===== src/design/drsis_pkg.sv =====
// Purpose: Shared constants for the reset sequencer and control-input qualifier
// Assumes: sys_clk_i at 50 MHz is the master (crystal-rate) clock
// Notes:   Cycle clock runs at one quarter of the master clock
package drsis_pkg;
    localparam int          CLK_HZ          = 50_000_000;
    localparam int          CLK_DIV         = 4;
    localparam int          DIV_W           = 2;
    localparam logic [1:0]  DIV_RST         = 2'h0;
    localparam logic [1:0]  DIV_HALF        = 2'h1;
    localparam logic [1:0]  DIV_LAST        = 2'h3;
    localparam int          ADDR_W          = 12;
    localparam int          DATA_W          = 16;
    localparam int          MIN_RST_CYC     = 5;
    localparam int          RESUME_CYC      = 1;
    localparam int          CLR_CYC         = 1;
    localparam int          CNT_W           = 3;
    localparam logic [2:0]  CNT_RST         = 3'h0;
    localparam logic [15:0] DATA_RST        = 16'h0000;
    localparam logic [11:0] ADDR_RST        = 12'h000;
endpackage


===== src/design/drsis_sync_if.sv =====
// Purpose: Carrier for two-stage synchronised control levels
// Assumes: One clock domain
// Notes:   Only the second stage is visible to consumers
`timescale 1ns/1ns
interface drsis_sync_if;
    logic rst_n;
    logic intr_n;
    logic poll_n;
    modport src (output rst_n, output intr_n, output poll_n);
    modport dst (input rst_n, input intr_n, input poll_n);
endinterface


===== src/design/drsis_sync.sv =====
// Purpose: Two flip-flop synchronisers for the external control pins
// Assumes: Pins are asynchronous to sys_clk_i
// Notes:   First stage is read only by the second stage
`timescale 1ns/1ns
module drsis_sync (
    input  wire logic   sys_clk_i,
    input  wire logic   rst_b_i,
    input  wire logic   reset_in_n_i,
    input  wire logic   intr_n_i,
    input  wire logic   branch_poll_input_n_i,
    drsis_sync_if.src   sy
);
    logic [2:0] s1_q;
    logic [2:0] s2_q;

    // =====================================================
    // Synchroniser stages
    always_ff @(posedge sys_clk_i) begin
        if (!rst_b_i) begin
            s1_q <= 3'h7;
            s2_q <= 3'h7;
        end else begin
            s1_q <= {reset_in_n_i, intr_n_i, branch_poll_input_n_i};
            s2_q <= s1_q;
        end
    end

    assign sy.rst_n  = s2_q[2];
    assign sy.intr_n = s2_q[1];
    assign sy.poll_n = s2_q[0];
endmodule


===== src/design/drsis_top.sv =====
// Purpose: Reset sequencing, bus parking and control-input qualification
// Assumes: sys_clk_i is the master clock; core requests are same-domain
// Notes:   Cycle clock is sys_clk_i divided by four
`timescale 1ns/1ns
// How it works
// RULE1 - While reset is low the read, write and fetch strobes are held high.
// RULE2 - While reset is low the sixteen data lines are not driven.
// RULE3 - Address outputs and program counter clear after the next full cycle of reset.
// RULE4 - The reset source holds reset low for at least five cycle-clock periods.
// RULE5 - Execution resumes one full cycle-clock period after reset is released.
// RULE6 - Reset may change at any time and is synchronised, so latency varies by a cycle.
// RULE7 - At most one of the read, write and fetch strobes is active at once.
// RULE8 - Outside logic must not trust a write address when reset hits mid-write.
// RULE9 - Outside logic holds the poll input for at least one cycle-clock period.
// RULE10 - The cycle clock runs at one quarter of the master clock.
// RULE11 - The read strobe enables peripheral data onto the bus for input transfers.
// RULE12 - Outside logic may pre-register asynchronous interrupt and poll inputs.
// RULE13 - Interrupt and poll are sampled once per cycle and only registered values act.
module drsis_top
    import drsis_pkg::*;
(
    input  wire logic                       sys_clk_i,
    input  wire logic                       rst_b_i,
    input  wire logic                       reset_in_n_i,
    input  wire logic                       intr_n_i,
    input  wire logic                       branch_poll_input_n_i,
    input  wire logic                       core_rd_req_i,
    input  wire logic                       core_wr_req_i,
    input  wire logic                       core_fetch_req_i,
    input  wire logic [drsis_pkg::DATA_W-1:0] core_wdata_i,
    input  wire logic [drsis_pkg::ADDR_W-1:0] core_addr_i,
    input  wire logic [drsis_pkg::DATA_W-1:0] data_in_i,
    output logic [drsis_pkg::DATA_W-1:0]    data_out_o,
    output logic                            data_oe_o,
    output logic [drsis_pkg::DATA_W-1:0]    core_rdata_o,
    output logic [drsis_pkg::ADDR_W-1:0]    address_outputs_o,
    output logic [drsis_pkg::ADDR_W-1:0]    pc_o,
    output logic                            input_read_strobe_n_o,
    output logic                            write_strobe_n_o,
    output logic                            program_fetch_strobe_n_o,
    output logic                            cycle_clock_out_o,
    output logic                            cycle_tick_o,
    output logic                            run_o,
    output logic                            intr_o,
    output logic                            branch_poll_o
);
    import drsis_pkg::*;

    typedef enum logic [1:0] {
        DRSIS_RUN,
        DRSIS_HOLD,
        DRSIS_CLEARED,
        DRSIS_RESUME
    } drsis_state_t;

    drsis_sync_if sy ();

    logic [DIV_W-1:0]  div_q;
    drsis_state_t      state_q;
    drsis_state_t      state_d;
    logic [CNT_W-1:0]  cnt_q;
    logic [CNT_W-1:0]  cnt_d;
    logic              rs_q;
    logic [ADDR_W-1:0] addr_q;
    logic [ADDR_W-1:0] pc_q;
    logic [DATA_W-1:0] wdata_q;
    logic [DATA_W-1:0] rdata_q;
    logic              rd_q;
    logic              wr_q;
    logic              fe_q;
    logic              oe_q;
    logic              intr_q;
    logic              poll_q;

    drsis_sync u_sync (
        .sys_clk_i             (sys_clk_i),
        .rst_b_i               (rst_b_i),
        .reset_in_n_i          (reset_in_n_i),
        .intr_n_i              (intr_n_i),
        .branch_poll_input_n_i (branch_poll_input_n_i),
        .sy                    (sy)
    );

    // ==========================================================
    // Cycle clock
    // RULE10 divide by four
    always_ff @(posedge sys_clk_i) begin
        if (!rst_b_i) begin
            div_q <= DIV_RST;
        end else begin
            div_q <= div_q + 2'h1;
        end
    end

    wire tick     = (div_q == DIV_LAST);
    wire clk_high = (div_q < DIV_HALF + 2'h1);

    // ==========================================================
    // Reset sequencer, all steps on cycle boundaries
    wire in_rst   = !rs_q;
    wire running  = (state_q == DRSIS_RUN);
    wire cnt_done = (cnt_q == CNT_W'(RESUME_CYC - 1));

    always_comb begin
        state_d = state_q;
        cnt_d   = cnt_q;
        case (state_q)
            DRSIS_RUN: begin
                if (in_rst) begin
                    state_d = DRSIS_HOLD;
                    cnt_d   = CNT_RST;
                end
            end
            DRSIS_HOLD: begin
                // RULE3 clear after one full cycle
                if (cnt_q == CNT_W'(CLR_CYC - 1)) begin
                    state_d = DRSIS_CLEARED;
                end
                cnt_d = cnt_q + 3'h1;
            end
            DRSIS_CLEARED: begin
                if (!in_rst) begin
                    state_d = DRSIS_RESUME;
                    cnt_d   = CNT_RST;
                end
            end
            DRSIS_RESUME: begin
                // RULE5 resume after one cycle
                if (in_rst) begin
                    state_d = DRSIS_HOLD;
                    cnt_d   = CNT_RST;
                end else if (cnt_done) begin
                    state_d = DRSIS_RUN;
                end else begin
                    cnt_d = cnt_q + 3'h1;
                end
            end
            default: begin
                state_d = DRSIS_HOLD;
                cnt_d   = CNT_RST;
            end
        endcase
    end

    always_ff @(posedge sys_clk_i) begin
        if (!rst_b_i) begin
            state_q <= DRSIS_CLEARED;
            cnt_q   <= CNT_RST;
            rs_q    <= 1'b0;
        end else if (tick) begin
            state_q <= state_d;
            cnt_q   <= cnt_d;
            // RULE6 synchronised reset sampled per cycle
            rs_q    <= sy.rst_n;
        end
    end

    // ==========================================================
    // Strobe and bus control
    // RULE7 one strobe at a time, read first
    wire go_rd = running && !in_rst && core_rd_req_i;
    wire go_wr = running && !in_rst && core_wr_req_i && !core_rd_req_i;
    wire go_fe = running && !in_rst && core_fetch_req_i && !core_rd_req_i
                 && !core_wr_req_i;
    wire clr   = (state_q == DRSIS_HOLD) && (state_d == DRSIS_CLEARED);

    always_ff @(posedge sys_clk_i) begin
        if (!rst_b_i) begin
            rd_q <= 1'b0;
            wr_q <= 1'b0;
            fe_q <= 1'b0;
            oe_q <= 1'b0;
        end else if (in_rst || !running) begin
            // RULE1 strobes inactive in reset
            rd_q <= 1'b0;
            wr_q <= 1'b0;
            fe_q <= 1'b0;
            // RULE2 release data bus
            oe_q <= 1'b0;
        end else if (tick) begin
            rd_q <= go_rd;
            wr_q <= go_wr;
            fe_q <= go_fe;
            oe_q <= go_wr;
        end
    end

    always_ff @(posedge sys_clk_i) begin
        if (!rst_b_i) begin
            addr_q  <= ADDR_RST;
            pc_q    <= ADDR_RST;
            wdata_q <= DATA_RST;
            rdata_q <= DATA_RST;
        end else if (tick) begin
            if (clr) begin
                // RULE3 synchronous clear
                addr_q <= ADDR_RST;
                pc_q   <= ADDR_RST;
            end else if (running && !in_rst && (go_rd || go_wr || go_fe)) begin
                addr_q <= core_addr_i;
                if (go_fe) begin
                    pc_q <= core_addr_i + 12'h001;
                end
            end
            if (go_wr) begin
                wdata_q <= core_wdata_i;
            end
            // RULE11 capture peripheral data under read or fetch strobe
            if (rd_q || fe_q) begin
                rdata_q <= data_in_i;
            end
        end
    end

    // ==========================================================
    // Interrupt and poll qualification
    // RULE13 sample once per cycle
    always_ff @(posedge sys_clk_i) begin
        if (!rst_b_i) begin
            intr_q <= 1'b0;
            poll_q <= 1'b0;
        end else if (tick) begin
            intr_q <= !sy.intr_n;
            poll_q <= !sy.poll_n;
        end
    end

    assign cycle_clock_out_o        = clk_high;
    assign cycle_tick_o             = tick;
    assign run_o                    = running && !in_rst;
    assign input_read_strobe_n_o    = !rd_q;
    assign write_strobe_n_o         = !wr_q;
    assign program_fetch_strobe_n_o = !fe_q;
    assign data_oe_o                = oe_q;
    assign data_out_o               = wdata_q;
    assign core_rdata_o             = rdata_q;
    assign address_outputs_o        = addr_q;
    assign pc_o                     = pc_q;
    assign intr_o                   = intr_q;
    assign branch_poll_o            = poll_q;
endmodule


===== config.mk =====
export PLATFORM = sky130hd
export DESIGN_NAME = drsis_top
export DESIGN_NICKNAME = d
export VERILOG_FILES = /design/src/design/drsis_pkg.sv /design/src/design/drsis_sync_if.sv /design/src/design/drsis_sync.sv /design/src/design/drsis_top.sv
export SDC_FILE = /design/constraint.sdc
export NUM_CORES = 1
export LEC_CHECK = 0
export ABC_AREA = 0
export BUFFER_PORTS_ARGS = -buffer_cell sky130_fd_sc_hd__buf_2
export CAP_MARGIN = 20
export CORE_MARGIN = 2
export CORE_UTILIZATION = 38
export CTS_BUF_LIST = sky130_fd_sc_hd__clkbuf_2 sky130_fd_sc_hd__clkbuf_4 sky130_fd_sc_hd__clkbuf_8
export CTS_CLUSTER_SIZE = 16
export DETAILED_ROUTE_END_ITERATION = 8
export GPL_TIMING_DRIVEN = 0
export HOLD_SLACK_MARGIN = 0.1
export PLACE_DENSITY_LB_ADDON = 0.3
export SYNTH_ARGS = -nofsm -noshare
export SYNTH_HDL_FRONTEND = slang
export SYNTH_HIERARCHICAL = 1
export SYNTH_SLANG_ARGS = --single-unit
export TNS_END_PERCENT = 100

===== constraint.sdc =====
create_clock -name sys_clk_i -period 1.89 [get_ports sys_clk_i]
set_input_delay 0.378 -clock sys_clk_i [delete_from_list [all_inputs] [get_ports sys_clk_i]]
set_output_delay 0.378 -clock sys_clk_i [all_outputs]
set_load 0.005 [all_outputs]

# After elaboration in Yosys (flattened, before gate mapping)
# Cells that the tools add are included.
# op_classes
addsub,3
order_cmp,1
eq_ne,8
mux,16
reduce_logical,32
bitwise,1
# ops
operator,count
$mux W12,5
$add A12 B1 Y12 const B,1
$mux W3,4
$pmux W3 S4,1
$mux W2,5
$logic_and A1 B1 Y1,9
$logic_not A1 Y1,9
$eq A2 B2 Y1 const B,4
$pmux W2 S4,1
$reduce_and A2 Y1,3
$logic_or A1 B1 Y1,4
$ne A2 B2 Y1 const B,2
$reduce_and A4 Y1,1
$reduce_bool A2 Y1,2
$add A3 B1 Y3 const B,1
$logic_not A3 Y1,1
$ne A3 B3 Y1 const B,1
$reduce_and A3 Y1,1
$add A2 B1 Y2 const B,1
$eq A2 B1 Y1 const B,1
$logic_not A2 Y1,1
$lt A2 B2 Y1 const B,1
$reduce_or A2 Y1,1
$not A1 Y1,1
# word_totals
ff_bits,75
in_bits,52
wordCells,76
out_inout_bits,65

# Depth between registers and ports, before layout
# Gate-level depths: netlist of the first run.
# logic_depth
ltp_word,9
depth_mapped,7
mapped_depth_nobuf,6

# Hierarchy
# The synthesis of the first run kept the hierarchy.
# modules_own_cells
module,cells_each,area_per_inst_um2,seq_area_each_um2,instances
drsis_top,342,2889.0,1381.3,1
drsis_sync,12,157.7,120.1,1

# Least setup slack after synthesis of the first run
# Ideal clock, no wire load.
# synth_timing
path_type,reg2reg
startpoint,reg div_q[0]
endpoint,"reg pc_q[4], in the netlist pc_o[4]"
t_required_ns,1.820
path_stages_with_launch,8
path_buffers,2
arrival_time_ns,1.496
slack_ns,0.324
synth_period_minus_slack_ns,1.566
setup_time_ns,0.070
cell_sequence,dfxtp_1 > ha_1 > buf_4 > and4bb_2 > a22oi_1 > buf_4 > nand2_1 > a21oi_1
# synth_via
elab_chain_len,2
# synth_lines
item,line,source
"start, declared",drsis_top.sv:58,logic [DIV_W-1:0] div_q;
"start signal, assigned",drsis_top.sv:91,div_q <= div_q + 2'h1;
$eq A2 B2 Y1,drsis_top.sv:95,wire tick = (div_q == DIV_LAST);
net cycle_tick_o,drsis_top.sv:42,"output logic cycle_tick_o,"
$reduce_and A3 Y1 (no line),-,
"end signal, assigned",drsis_top.sv:202,pc_q <= core_addr_i + 12'h001;
"end, declared",drsis_top.sv:65,logic [ADDR_W-1:0] pc_q;
# The timed path passes the listed nets, and every way through them passes these cells.
# A chain may end at the register's enable or synchronous reset.

# Worst setup path in the final report of the first run
# layout_timing
startpoint,reg div_q[0]
endpoint,"reg pc_q[7], in the netlist pc_o[7]"
# layout_via
elab_chain_len,2
# layout_lines
item,line
$eq A2 B2 Y1,drsis_top.sv:95
$reduce_and A3 Y1 (no line),-
# No other way between the ends.

==> metrics.yaml, run 1 <==
clock_sinks: 75
outcome: "completed"
worst_slew_pin_slew_ps: 675
ant_nets: 0
hold_class: "primary input to flip-flop"
clk_pin_slew_ps: 80
nets: 539
dp_hpwl_mm: 5.57
synth_edf_count: 0
syn_nets: 410
antenna_found_initial: 0
synthesis.instances: 354
area_delta_synth_final_pct: 30.9
clock.fmax_ghz: 0.585
avgViaCountPerCell: 4.77
dr.pass1.iters: 5
fillerInstances: 795
die_area_sq_um: 8750
vias: 2816
skew_ps: 8.75
worst-path-max-fanout: 10
cts_tree: "done"
r2r_start: "div_q[0]$_SDFF_PN0_"
multi_input_area_sq_um: 1380
io_pins: 117
critPathArrivalTime_ps: 1980
dieHeight_um: 93.5
clk_latency_ps: 340
p_leak_uw: 0.00178
cts_buffers: 9
synth_ff_type: "dfxtp_1"
grt-ovfl-total: 0
drt_iter0_drc: 97
ys_seq_elements: 75
async_flop_share_pct: 0
grt_pass1_vias: 2508
required_ps: 2160
netlist_area_sq_um: 3050
post-route-util_pct: 51.3
r2r_cells: 7
setup_tns_ps: 0
ys_warn_count: 6
core_sq_um: 7770
slew_headroom_pct: 54.5
hold_depth: 2
diodes: 0
critical-path-max-stage-delay_ps: 310
r2r-end: "pc_o[7]$_SDFFE_PN0P_"
ys_seq_area_share_pct: 49.3
htree_levels: 3
end_kind: "flip-flop"
wirelength_mm: 7.36
postCtsHoldBufs: 0
regArea_sq_um: 1500
grt_setup_unrepaired: "false"
synthDistinctLibCells: 43
peakVddDrop_mv: 0.431
period_share_pct: 90.5
cp_common_cell: "buf_4"
grt_max_degree: 13
start_util_pct: 39.2
path_class: "flip-flop to flip-flop"
drv_slew: 0
grt_pass1_wl_mm: 11.5
drv_cap: 0
worstPathCellList: "ha_1 > buf_4 > and4bb_2 > a22oi_1 > buf_4 > nand3_1 > o21ai_0"
drc: 0
cts_buffer_depth: 2
syn_area_per_cell_sq_um: 8.61
power_density_nw_per_um2: 782
post-route-min-period_ps: 1710
rows: 32
cts_root_buf: "clkbuf_8"
place.gp.congestion: 0.871
cpMaxStageDelayCell: "dfxtp_1"
wl_per_cell_um: 12.5
die_w_um: 93.5
r2r_setup_slack_ps: 180
holdCritStartpoint: "reset_in_n_i"
hold_viol: 0
holdPathEnd: "u_sync/s1_q[2]$_SDFF_PN1_"
io_buffers: 116
grt_util_all_layers_pct: 16.6
setup_viol: 0
start_kind: "flip-flop"
layout-drive-gt1-share_pct: 32.2
## cells in the final DEF, fill, tap and decap left out, types with 6 or more instances in the layout
| master | Yosys | routed |
|---|---|---|
| inv_1 | 10 | 10 |
| xnor2_1 | 9 | 9 |
| o21ai_0 | 10 | 10 |
| nand2_1 | 89 | 89 |
| buf_2 | 4 | 120 |
| buf_4 | 4 | 6 |
| nor2_1 | 15 | 15 |
| dfxtp_1 | 75 | 75 |
| mux2i_1 | 14 | 14 |
| nand2b_1 | 7 | 7 |
| clkbuf_8 | 0 | 9 |
| a21oi_1 | 40 | 40 |
| nand3_1 | 23 | 23 |
| clkbuf_1 | 9 | 8 |
## cell families (layout without fill, tap and decap cells)
group	after synthesis	count (layout)	synth area share, %
xor+xnor	11	11	3.41
buf+inv	32	166	5.34
mux	14	14	4.60
fa+ha+maj	4	4	1.64
simple gates	153	153	23.7
compound gates	65	65	12.0
flops	75	75	49.3
## state kept, by name, indices dropped and copies added (netlist names)
register,cells
fe_q,1
branch_poll_o,1
div_q,2
pc_o,12
address_outputs_o,12
cnt_q,3
core_rdata_o,16
rd_q,1
intr_o,1
rs_q,1
data_out_o,16
u_sync/s2_q,3
state_q,2
u_sync/s1_q,3
data_oe_o,1
## cell usage after synthesis, types with 3 or more instances
cell type | count | area share [%]
a21oi_1 | 40 | 6.6
a22oi_1 | 5 | 1.2
buf_2 | 4 | 0.66
buf_4 | 4 | 0.99
buf_6 | 3 | 1.1
clkbuf_1 | 9 | 1.1
dfxtp_1 | 75 | 49
ha_1 | 4 | 1.6
inv_1 | 10 | 1.2
mux2i_1 | 14 | 4.6
nand2_1 | 89 | 11
nand2b_1 | 7 | 1.4
nand3_1 | 23 | 3.8
nor2_1 | 15 | 1.8
nor3_1 | 5 | 0.82
o21ai_0 | 10 | 1.6
xnor2_1 | 9 | 2.6
## worst max-delay path: cells and delay by family (launching register included)
family | cells | cell delay, ps
AO/OA/AOI/OAI | 2 | 370
flip-flops | 1 | 310
buffers and inverters | 2 | 410
adder cells (fa/ha/maj) | 1 | 200
AND/OR/NAND/NOR | 2 | 350
## worst max-delay path by stage
stage / start / endpoint / depth (start not counted)
2_1_floorplan: div_q[0]$_SDFF_PN0_ / pc_o[4]$_SDFFE_PN0P_ / 7
3_3_place_gp: rst_b_i / address_outputs_o[8]$_SDFFE_PN0P_ / 6
3_5_place_dp: rst_b_i / address_outputs_o[10]$_SDFFE_PN0P_ / 6
4_1_cts: div_q[1]$_SDFF_PN0_ / data_out_o[13]$_SDFFE_PN0P_ / 7
5_1_grt: div_q[1]$_SDFF_PN0_ / pc_o[1]$_SDFFE_PN0P_ / 7
6_report: div_q[0]$_SDFF_PN0_ / pc_o[7]$_SDFFE_PN0P_ / 7
## power by group
group | switching [uW] | internal, uW | total, uW
registers | 4.99 | 1590 | 1600
clock network | 566 | 769 | 1330
logic | 103 | 83.1 | 186
total | 674 | 2440 | 3120
## layout make-up
cell class	count	area share, %
flip-flops and latches	75	37.7
clock inverters	5	1.95
multi-input cells	247	34.7
well taps	102	3.20
plain buffers	21	3.08
inverters	11	1.04
clock buffers	11	3.48
repair buffers	118	14.9
## layer usage
metal	vias up	wire [um]	GRT usage (%)	share of wire, %
met3	11	547	3.95	7.4
li1	1450	-	-	-
met2	96	3250	26.7	44
met5	-	0	0	0
met4	0	160	7.49	2.2
met1	1259	3410	21.0	46
## stage by stage
stage | worst slack [ps] | hold slack (ps) | total power (uW) | cells | cell area (sq um)
floorplan | 324 | 386 | 1720 | 354 | 3050
global placement | 128 | 390 | 1820 | 572 | 3750
detailed placement | 115 | 391 | 1820 | 572 | 3750
CTS | 118 | 210 | 3150 | 588 | 3970
global route | 51.5 | 224 | 3230 | 590 | 3990
finish | 180 | 220 | 3120 | 590 | 3990
## what timing repair did
item / in CTS / in global routing
setup buffers: 0 / 2
endpoints found under the setup margin: 0 / 11
resized for setup: 0 / 2
No activity file was read; power rests on OpenSTA's default activity.
==> run 2: changes to the inputs <==
--- a/config.mk
+++ b/config.mk
@@ -16,6 +16,7 @@
 export GPL_TIMING_DRIVEN = 0
 export HOLD_SLACK_MARGIN = 0.1
 export PLACE_DENSITY_LB_ADDON = 0.3
+export SKIP_LAST_GASP = 1
 export SYNTH_ARGS = -nofsm -noshare
 export SYNTH_HDL_FRONTEND = slang
 export SYNTH_HIERARCHICAL = 1
==> constraint.sdc (replaced) <==
create_clock -name sys_clk_i -period 1.54 [get_ports sys_clk_i]
set_input_delay 0.308 -clock sys_clk_i [delete_from_list [all_inputs] [get_ports sys_clk_i]]
set_output_delay 0.308 -clock sys_clk_i [all_outputs]
set_load 0.005 [all_outputs]
==> run 2 against run 1 <==
Cell count increased by 3.7%; clock skew barely moved; combinational power rose by 42%; hold slack got worse by 65 ps; final area grew 8.0%; sequential share of layout area shrank 2.5 points; clock power increased by 9%; critical endpoint unchanged; core utilization rose by 4.1 points; sequential power is 23% higher; die area stayed put; worst setup slack worse by 170 ps.
==> metrics.yaml, run 2 (synthesized netlist as in run 1, its figures left out) <==
drv_cap: 0  # unchanged
cpMaxStageDelayCell: "dfxtp_2"
ant_nets: 0  # unchanged
critPathArrivalTime_ps: 1800  # -180 ps
grt_setup_unrepaired: "true"
skew_ps: 9.17  # +0.420 ps
worstPathCellList: "ha_4 > and4bb_2 > a22oi_2 > buf_6 > nand3_1 > o21ai_1"
cts_buffer_depth: 2  # unchanged
drt_iter0_drc: 107  # +10%
nets: 563  # +4.5%
grt_pass1_wl_mm: 12.3  # +7.5%
grt_util_all_layers_pct: 17.7  # +1.1 points
place.gp.congestion: 0.886  # +1.8%
vias: 2936  # +4.3%
cts_tree: "done"
io_buffers: 116  # unchanged
dp_hpwl_mm: 5.48  # -1.6%
fillerInstances: 736  # -7.4%
grt_pass1_vias: 2624  # +4.6%
worst-path-max-fanout: 5  # -5
layout_common_cells: "buf_2 (117), nand2_1 (88), dfxtp_1 (68)"
grt-ovfl-total: 0  # unchanged
die_area_sq_um: 8750  # unchanged
p_leak_uw: 0.00194  # +9.2%
critical-path-max-stage-delay_ps: 340  # +30 ps
fin_area_sq_um: 4310  # +8.0%
clk_pin_slew_ps: 70  # about the same
end_kind: "flip-flop"
hold_class: "primary input to flip-flop"
hold_viol: 0  # unchanged
setup_viol: 0  # unchanged
area_delta_synth_final_pct: 41.4
slew_headroom_pct: 63.9  # +9.5 points
required_ps: 1810  # -350 ps
r2r_setup_slack_ps: 7  # -170 ps
place_inst: 572  # unchanged
clock_sinks: 75  # unchanged
cts_buffers: 9  # unchanged
peakVddDrop_mv: 0.443  # +2.9%
die_w_um: 93.5  # unchanged
outcome: "completed"
dieHeight_um: 93.5  # unchanged
wl_per_cell_um: 13.1  # +4.9%
clk_latency_ps: 330  # about the same
power_density_nw_per_um2: 854  # +9.2%
path_class: "flip-flop to flip-flop"
antenna_found_initial: 0  # unchanged
cts_root_buf: "clkbuf_8"
diodes: 0  # unchanged
core_sq_um: 7770  # unchanged
htree_levels: 3  # unchanged
postCtsHoldBufs: 0  # unchanged
drc: 0  # unchanged
grt_max_degree: 12  # -1
io_pins: 117  # unchanged
period_share_pct: 99.6  # +9.1 points
place_area_sq_um: 3760  # +0.23%
post-route-min-period_ps: 1530  # -177 ps
rows: 32  # unchanged
mostFrequentLayoutCell: "buf_2"
avgViaCountPerCell: 4.80  # +0.51%
drv_slew: 0  # unchanged
worst_slew_pin_slew_ps: 541  # -133 ps
layout-drive-gt1-share_pct: 39.4  # +7.2 points
start_util_pct: 39.2  # unchanged
dr.pass1.iters: 4  # -1
clock.fmax_ghz: 0.652  # +12%
start_kind: "flip-flop"
final_cell_count_no_fill: 612  # +3.7%
wirelength_mm: 8.02  # +8.9%
-- run 2: layout make-up --
cell class	count	area [sq um]	area share, %
Buffer	16	104	2.41
Clock buffer	11	145	3.37
Clock inverter	3	40.0	0.930
Inverter	11	41.3	0.959
Multi-Input combinational cell	247	1490	34.5
Sequential cell	75	1510	35.1
Tap cell	102	128	2.96
Timing Repair Buffer	147	848	19.7
-- run 2: worst paths after layout --
| path | end | start | cells past startpoint |
|---|---|---|---|
| max | pc_o[7]$_SDFFE_PN0P_ | div_q[0]$_SDFF_PN0_ | 6 |
| max reg2reg | pc_o[7]$_SDFFE_PN0P_ | div_q[0]$_SDFF_PN0_ | 6 |
| min | u_sync/s1_q[2]$_SDFF_PN1_ | reset_in_n_i | 2 |
| min reg2reg | u_sync/s2_q[0]$_SDFF_PN1_ | u_sync/s1_q[0]$_SDFF_PN1_ | 1 |
-- run 2: power breakdown --
group | switching [uW] | total [uW] | internal [uW] | leakage (uW)
clock | 662 | 1450 | 788 | 0.0000985
combinational | 142 | 264 | 122 | 0.00124
sequential | 9.89 | 1970 | 1960 | 0.000608
-- run 2: through the flow --
| stage | setup WS (ps) | hold WS [ps] | util [%] | power [uW] | TNS (ps) |
|---|---|---|---|---|---|
| 4_1_cts | -3.94 | 138 | 53.8 | 3710 | -7.43 |
| 3_5_place_dp | -209 | 394 | 48.5 | 2240 | -7600 |
| 5_1_grt | -71.1 | 154 | 55.4 | 3840 | -1230 |
| 3_3_place_gp | -194 | 390 | 48.5 | 2230 | -5990 |
| 2_1_floorplan | 18.1 | 381 | - | 2120 | 0 |
| 6_report | 6.66 | 155 | 55.4 | 3680 | 0 |
-- run 2: metal layers --
layer	part of all wire, %	vias up	GRT usage [%]
met5	0	-	0
met4	2.1	0	7.97
met3	6.5	15	3.95
met2	45	100	27.3
met1	46	1328	23.7
li1	-	1493	-
-- run 2: worst max-delay path, delay by kind of cell (launching register included) --
family	cells	cell delay [ps]
compound gates	2	430
fa+ha+maj	1	180
buf+inv	1	180
flops	1	340
simple gates	2	340
-- run 2: timing repair --
action                     CTS  global route
pin swaps                    8            12
cloned                       1             1
setup endpoints to repair   55            54
gates resized for setup     24            33
buffers inserted            18            11
==> run 3: changes to the inputs <==
--- a/config.mk
+++ b/config.mk
@@ -16,6 +16,7 @@
 export GPL_TIMING_DRIVEN = 0
 export HOLD_SLACK_MARGIN = 0.1
 export PLACE_DENSITY_LB_ADDON = 0.3
+export SETUP_SLACK_MARGIN = 0.1
 export SKIP_LAST_GASP = 1
 export SYNTH_ARGS = -nofsm -noshare
 export SYNTH_HDL_FRONTEND = slang
==> run 3 against run 2 <==
Critical endpoint is now pc_o[4]$_SDFFE_PN0P_; non-clock buffer count increased by 11; maximum frequency fell by 4.4%; the run now ends with negative setup slack left; power decreased by 2.9%; critical path depth up 1; clock skew up 2.5 ps; cell count up 2.1%; sequential power hardly changed.
==> metrics.yaml, run 3 (synthesized netlist as in run 1, its figures left out) <==
dr.pass1.iters: 4  # unchanged
finalPower_uw: 3570  # -2.9%
intPower_uw: 2730  # -4.8%
hold_class: "primary input to flip-flop"
sw_frac_of_total_pct: 23.7  # +1.6 points
hold_viol: 0  # unchanged
dp_hpwl_mm: 5.49  # +0.16%
antenna_found_initial: 0  # unchanged
avgViaCountPerCell: 4.85  # +1.2%
post-route-min-period_ps: 1600  # +70.1 ps
clock_sinks: 75  # unchanged
crit_family: "compound AO/OA/AOI/OAI gates"
slew_headroom_pct: 60.6  # -3.3 points
fillerInstances: 696  # -5.4%
cts_tree: "done"
required_ps: 1820  # about the same
cts_buffer_depth: 2  # unchanged
wl_per_cell_um: 13.6  # +4.1%
clock.fmax_ghz: 0.624  # -4.4%
worstPathCellList: "ha_4 > buf_8 > and4bb_2 > a22oi_2 > buf_6 > nand2_4 > a21oi_2"
start_kind: "flip-flop"
nets: 574  # +2.0%
drv_cap: 0  # unchanged
core_sq_um: 7770  # unchanged
clk_latency_ps: 350  # +20 ps
critPathArrivalTime_ps: 1890  # +90 ps
critPathBufInv: 2  # +1
ant_nets: 0  # unchanged
drv_slew: 0  # unchanged
fin_ws_ps: -63.5  # -70.1 ps
layout_common_cells: "buf_2 (116), nand2_1 (76), dfxtp_1 (69)"
place_inst: 572  # unchanged
die_w_um: 93.5  # unchanged
violations: "negative setup slack"
drt_iter0_drc: 117  # +9.3%
cpMaxStageDelayCell: "dfxtp_2"
worst_slew_pin_slew_ps: 590  # +49.3 ps
final_cell_count_no_fill: 625  # +2.1%
outcome: "finished, violations left"
start_util_pct: 39.2  # unchanged
p_clk_share_pct: 37.0  # -2.4 points
grt_util_all_layers_pct: 18.3  # +0.61 points
setup_viol: 19  # +19
grt_setup_unrepaired: "true"
cts_root_buf: "clkbuf_8"
dieHeight_um: 93.5  # unchanged
grt_max_degree: 13  # +1
layout-drive-gt1-share_pct: 45.9  # +6.5 points
worst-path-max-fanout: 8  # +3
place.gp.congestion: 0.875  # -1.3%
cts_buffers: 9  # unchanged
grt_pass1_vias: 2737  # +4.3%
power_density_nw_per_um2: 782  # -8.5%
io_pins: 117  # unchanged
p_leak_uw: 0.00206  # +6.2%
mostFrequentLayoutCell: "buf_2"
p_seq_share_pct: 55.0  # +1.6 points
p_sw_uw: 847  # +4.2%
critical-path-max-stage-delay_ps: 340  # about the same
area_delta_synth_final_pct: 50.0
die_area_sq_um: 8750  # unchanged
grt_pass1_wl_mm: 12.7  # +2.8%
pwr-share-comb_pct: 8.0  # +0.8 points
path_class: "flip-flop to flip-flop"
diodes: 0  # unchanged
grt-ovfl-total: 0  # unchanged
skew_ps: 11.6  # +2.46 ps
rows: 32  # unchanged
wirelength_mm: 8.52  # +6.3%
vias: 3034  # +3.3%
peakVddDrop_mv: 0.606  # +37%
htree_levels: 3  # unchanged
io_buffers: 116  # unchanged
clk_pin_slew_ps: 80  # about the same
end_kind: "flip-flop"
drc: 0  # unchanged
period_share_pct: 104  # +4.6 points
## run 3: area by class of cell
class / instances / area, sq um / area share (%)
timing repair buffer: 154 / 945 / 20.7
multi-input combinational: 247 / 1620 / 35.3
clock inverter: 4 / 27.5 / 0.602
tap: 102 / 128 / 2.79
clock buffer: 12 / 146 / 3.20
inverter: 11 / 41.3 / 0.903
buffer: 20 / 159 / 3.48
sequential: 75 / 1510 / 33.0
## run 3: timing repair
action,CTS,global route
buffers inserted,18,16
cloned,4,1
hold buffers,0,0
gates resized for setup,51,36
pin swaps,19,32
setup endpoints to repair,58,56
## run 3: power groups by stage
stage | Clock [uW] | Combinational, uW | Sequential [uW]
finish | 1320 | 285 | 1960
floorplan | 0 | 113 | 2010
global placement | 0 | 231 | 2010
global route | 1450 | 314 | 1970
detailed placement | 0 | 236 | 2010
CTS | 1370 | 259 | 1960
## run 3: metal layers
metal,part of all wire [%],wire length (um),global-route usage (%)
met5,0,0,0
met1,43,3660,22.3
met2,49,4180,31.2
met3,6.4,545,4.43
met4,1.6,133,7.00
## run 3: worst register-to-register path, delay by kind of cell (launching register included)
family | cells | cell delay (ps)
flops | 1 | 340
compound gates | 2 | 420
simple gates | 2 | 300
fa+ha+maj | 1 | 160
buf+inv | 2 | 320
## run 3: final timing paths
| path | startpoint | end | slack [ps] | cells after the start |
|---|---|---|---|---|
| worst max-delay path | div_q[1]$_SDFF_PN0_ | pc_o[4]$_SDFFE_PN0P_ | -60 | 7 |
| worst min register to register | u_sync/s1_q[0]$_SDFF_PN1_ | u_sync/s2_q[0]$_SDFF_PN1_ | 410 | 1 |
| worst min-delay path | branch_poll_input_n_i | u_sync/s1_q[0]$_SDFF_PN1_ | 140 | 2 |
| worst max register to register | div_q[1]$_SDFF_PN0_ | pc_o[4]$_SDFFE_PN0P_ | -60 | 7 |
## run 3: per-stage QoR
step	instance area [sq um]	hold slack [ps]	setup TNS (ps)	utilization [%]	setup WS, ps
CTS	4340	124	-208	55.8	-21.9
floorplan	3090	381	0	-	38.5
global placement	3800	390	-3850	48.9	-161
detailed placement	3800	394	-5280	48.9	-197
global route	4570	144	-3170	58.8	-129
finish	4570	139	-654	58.8	-63.5
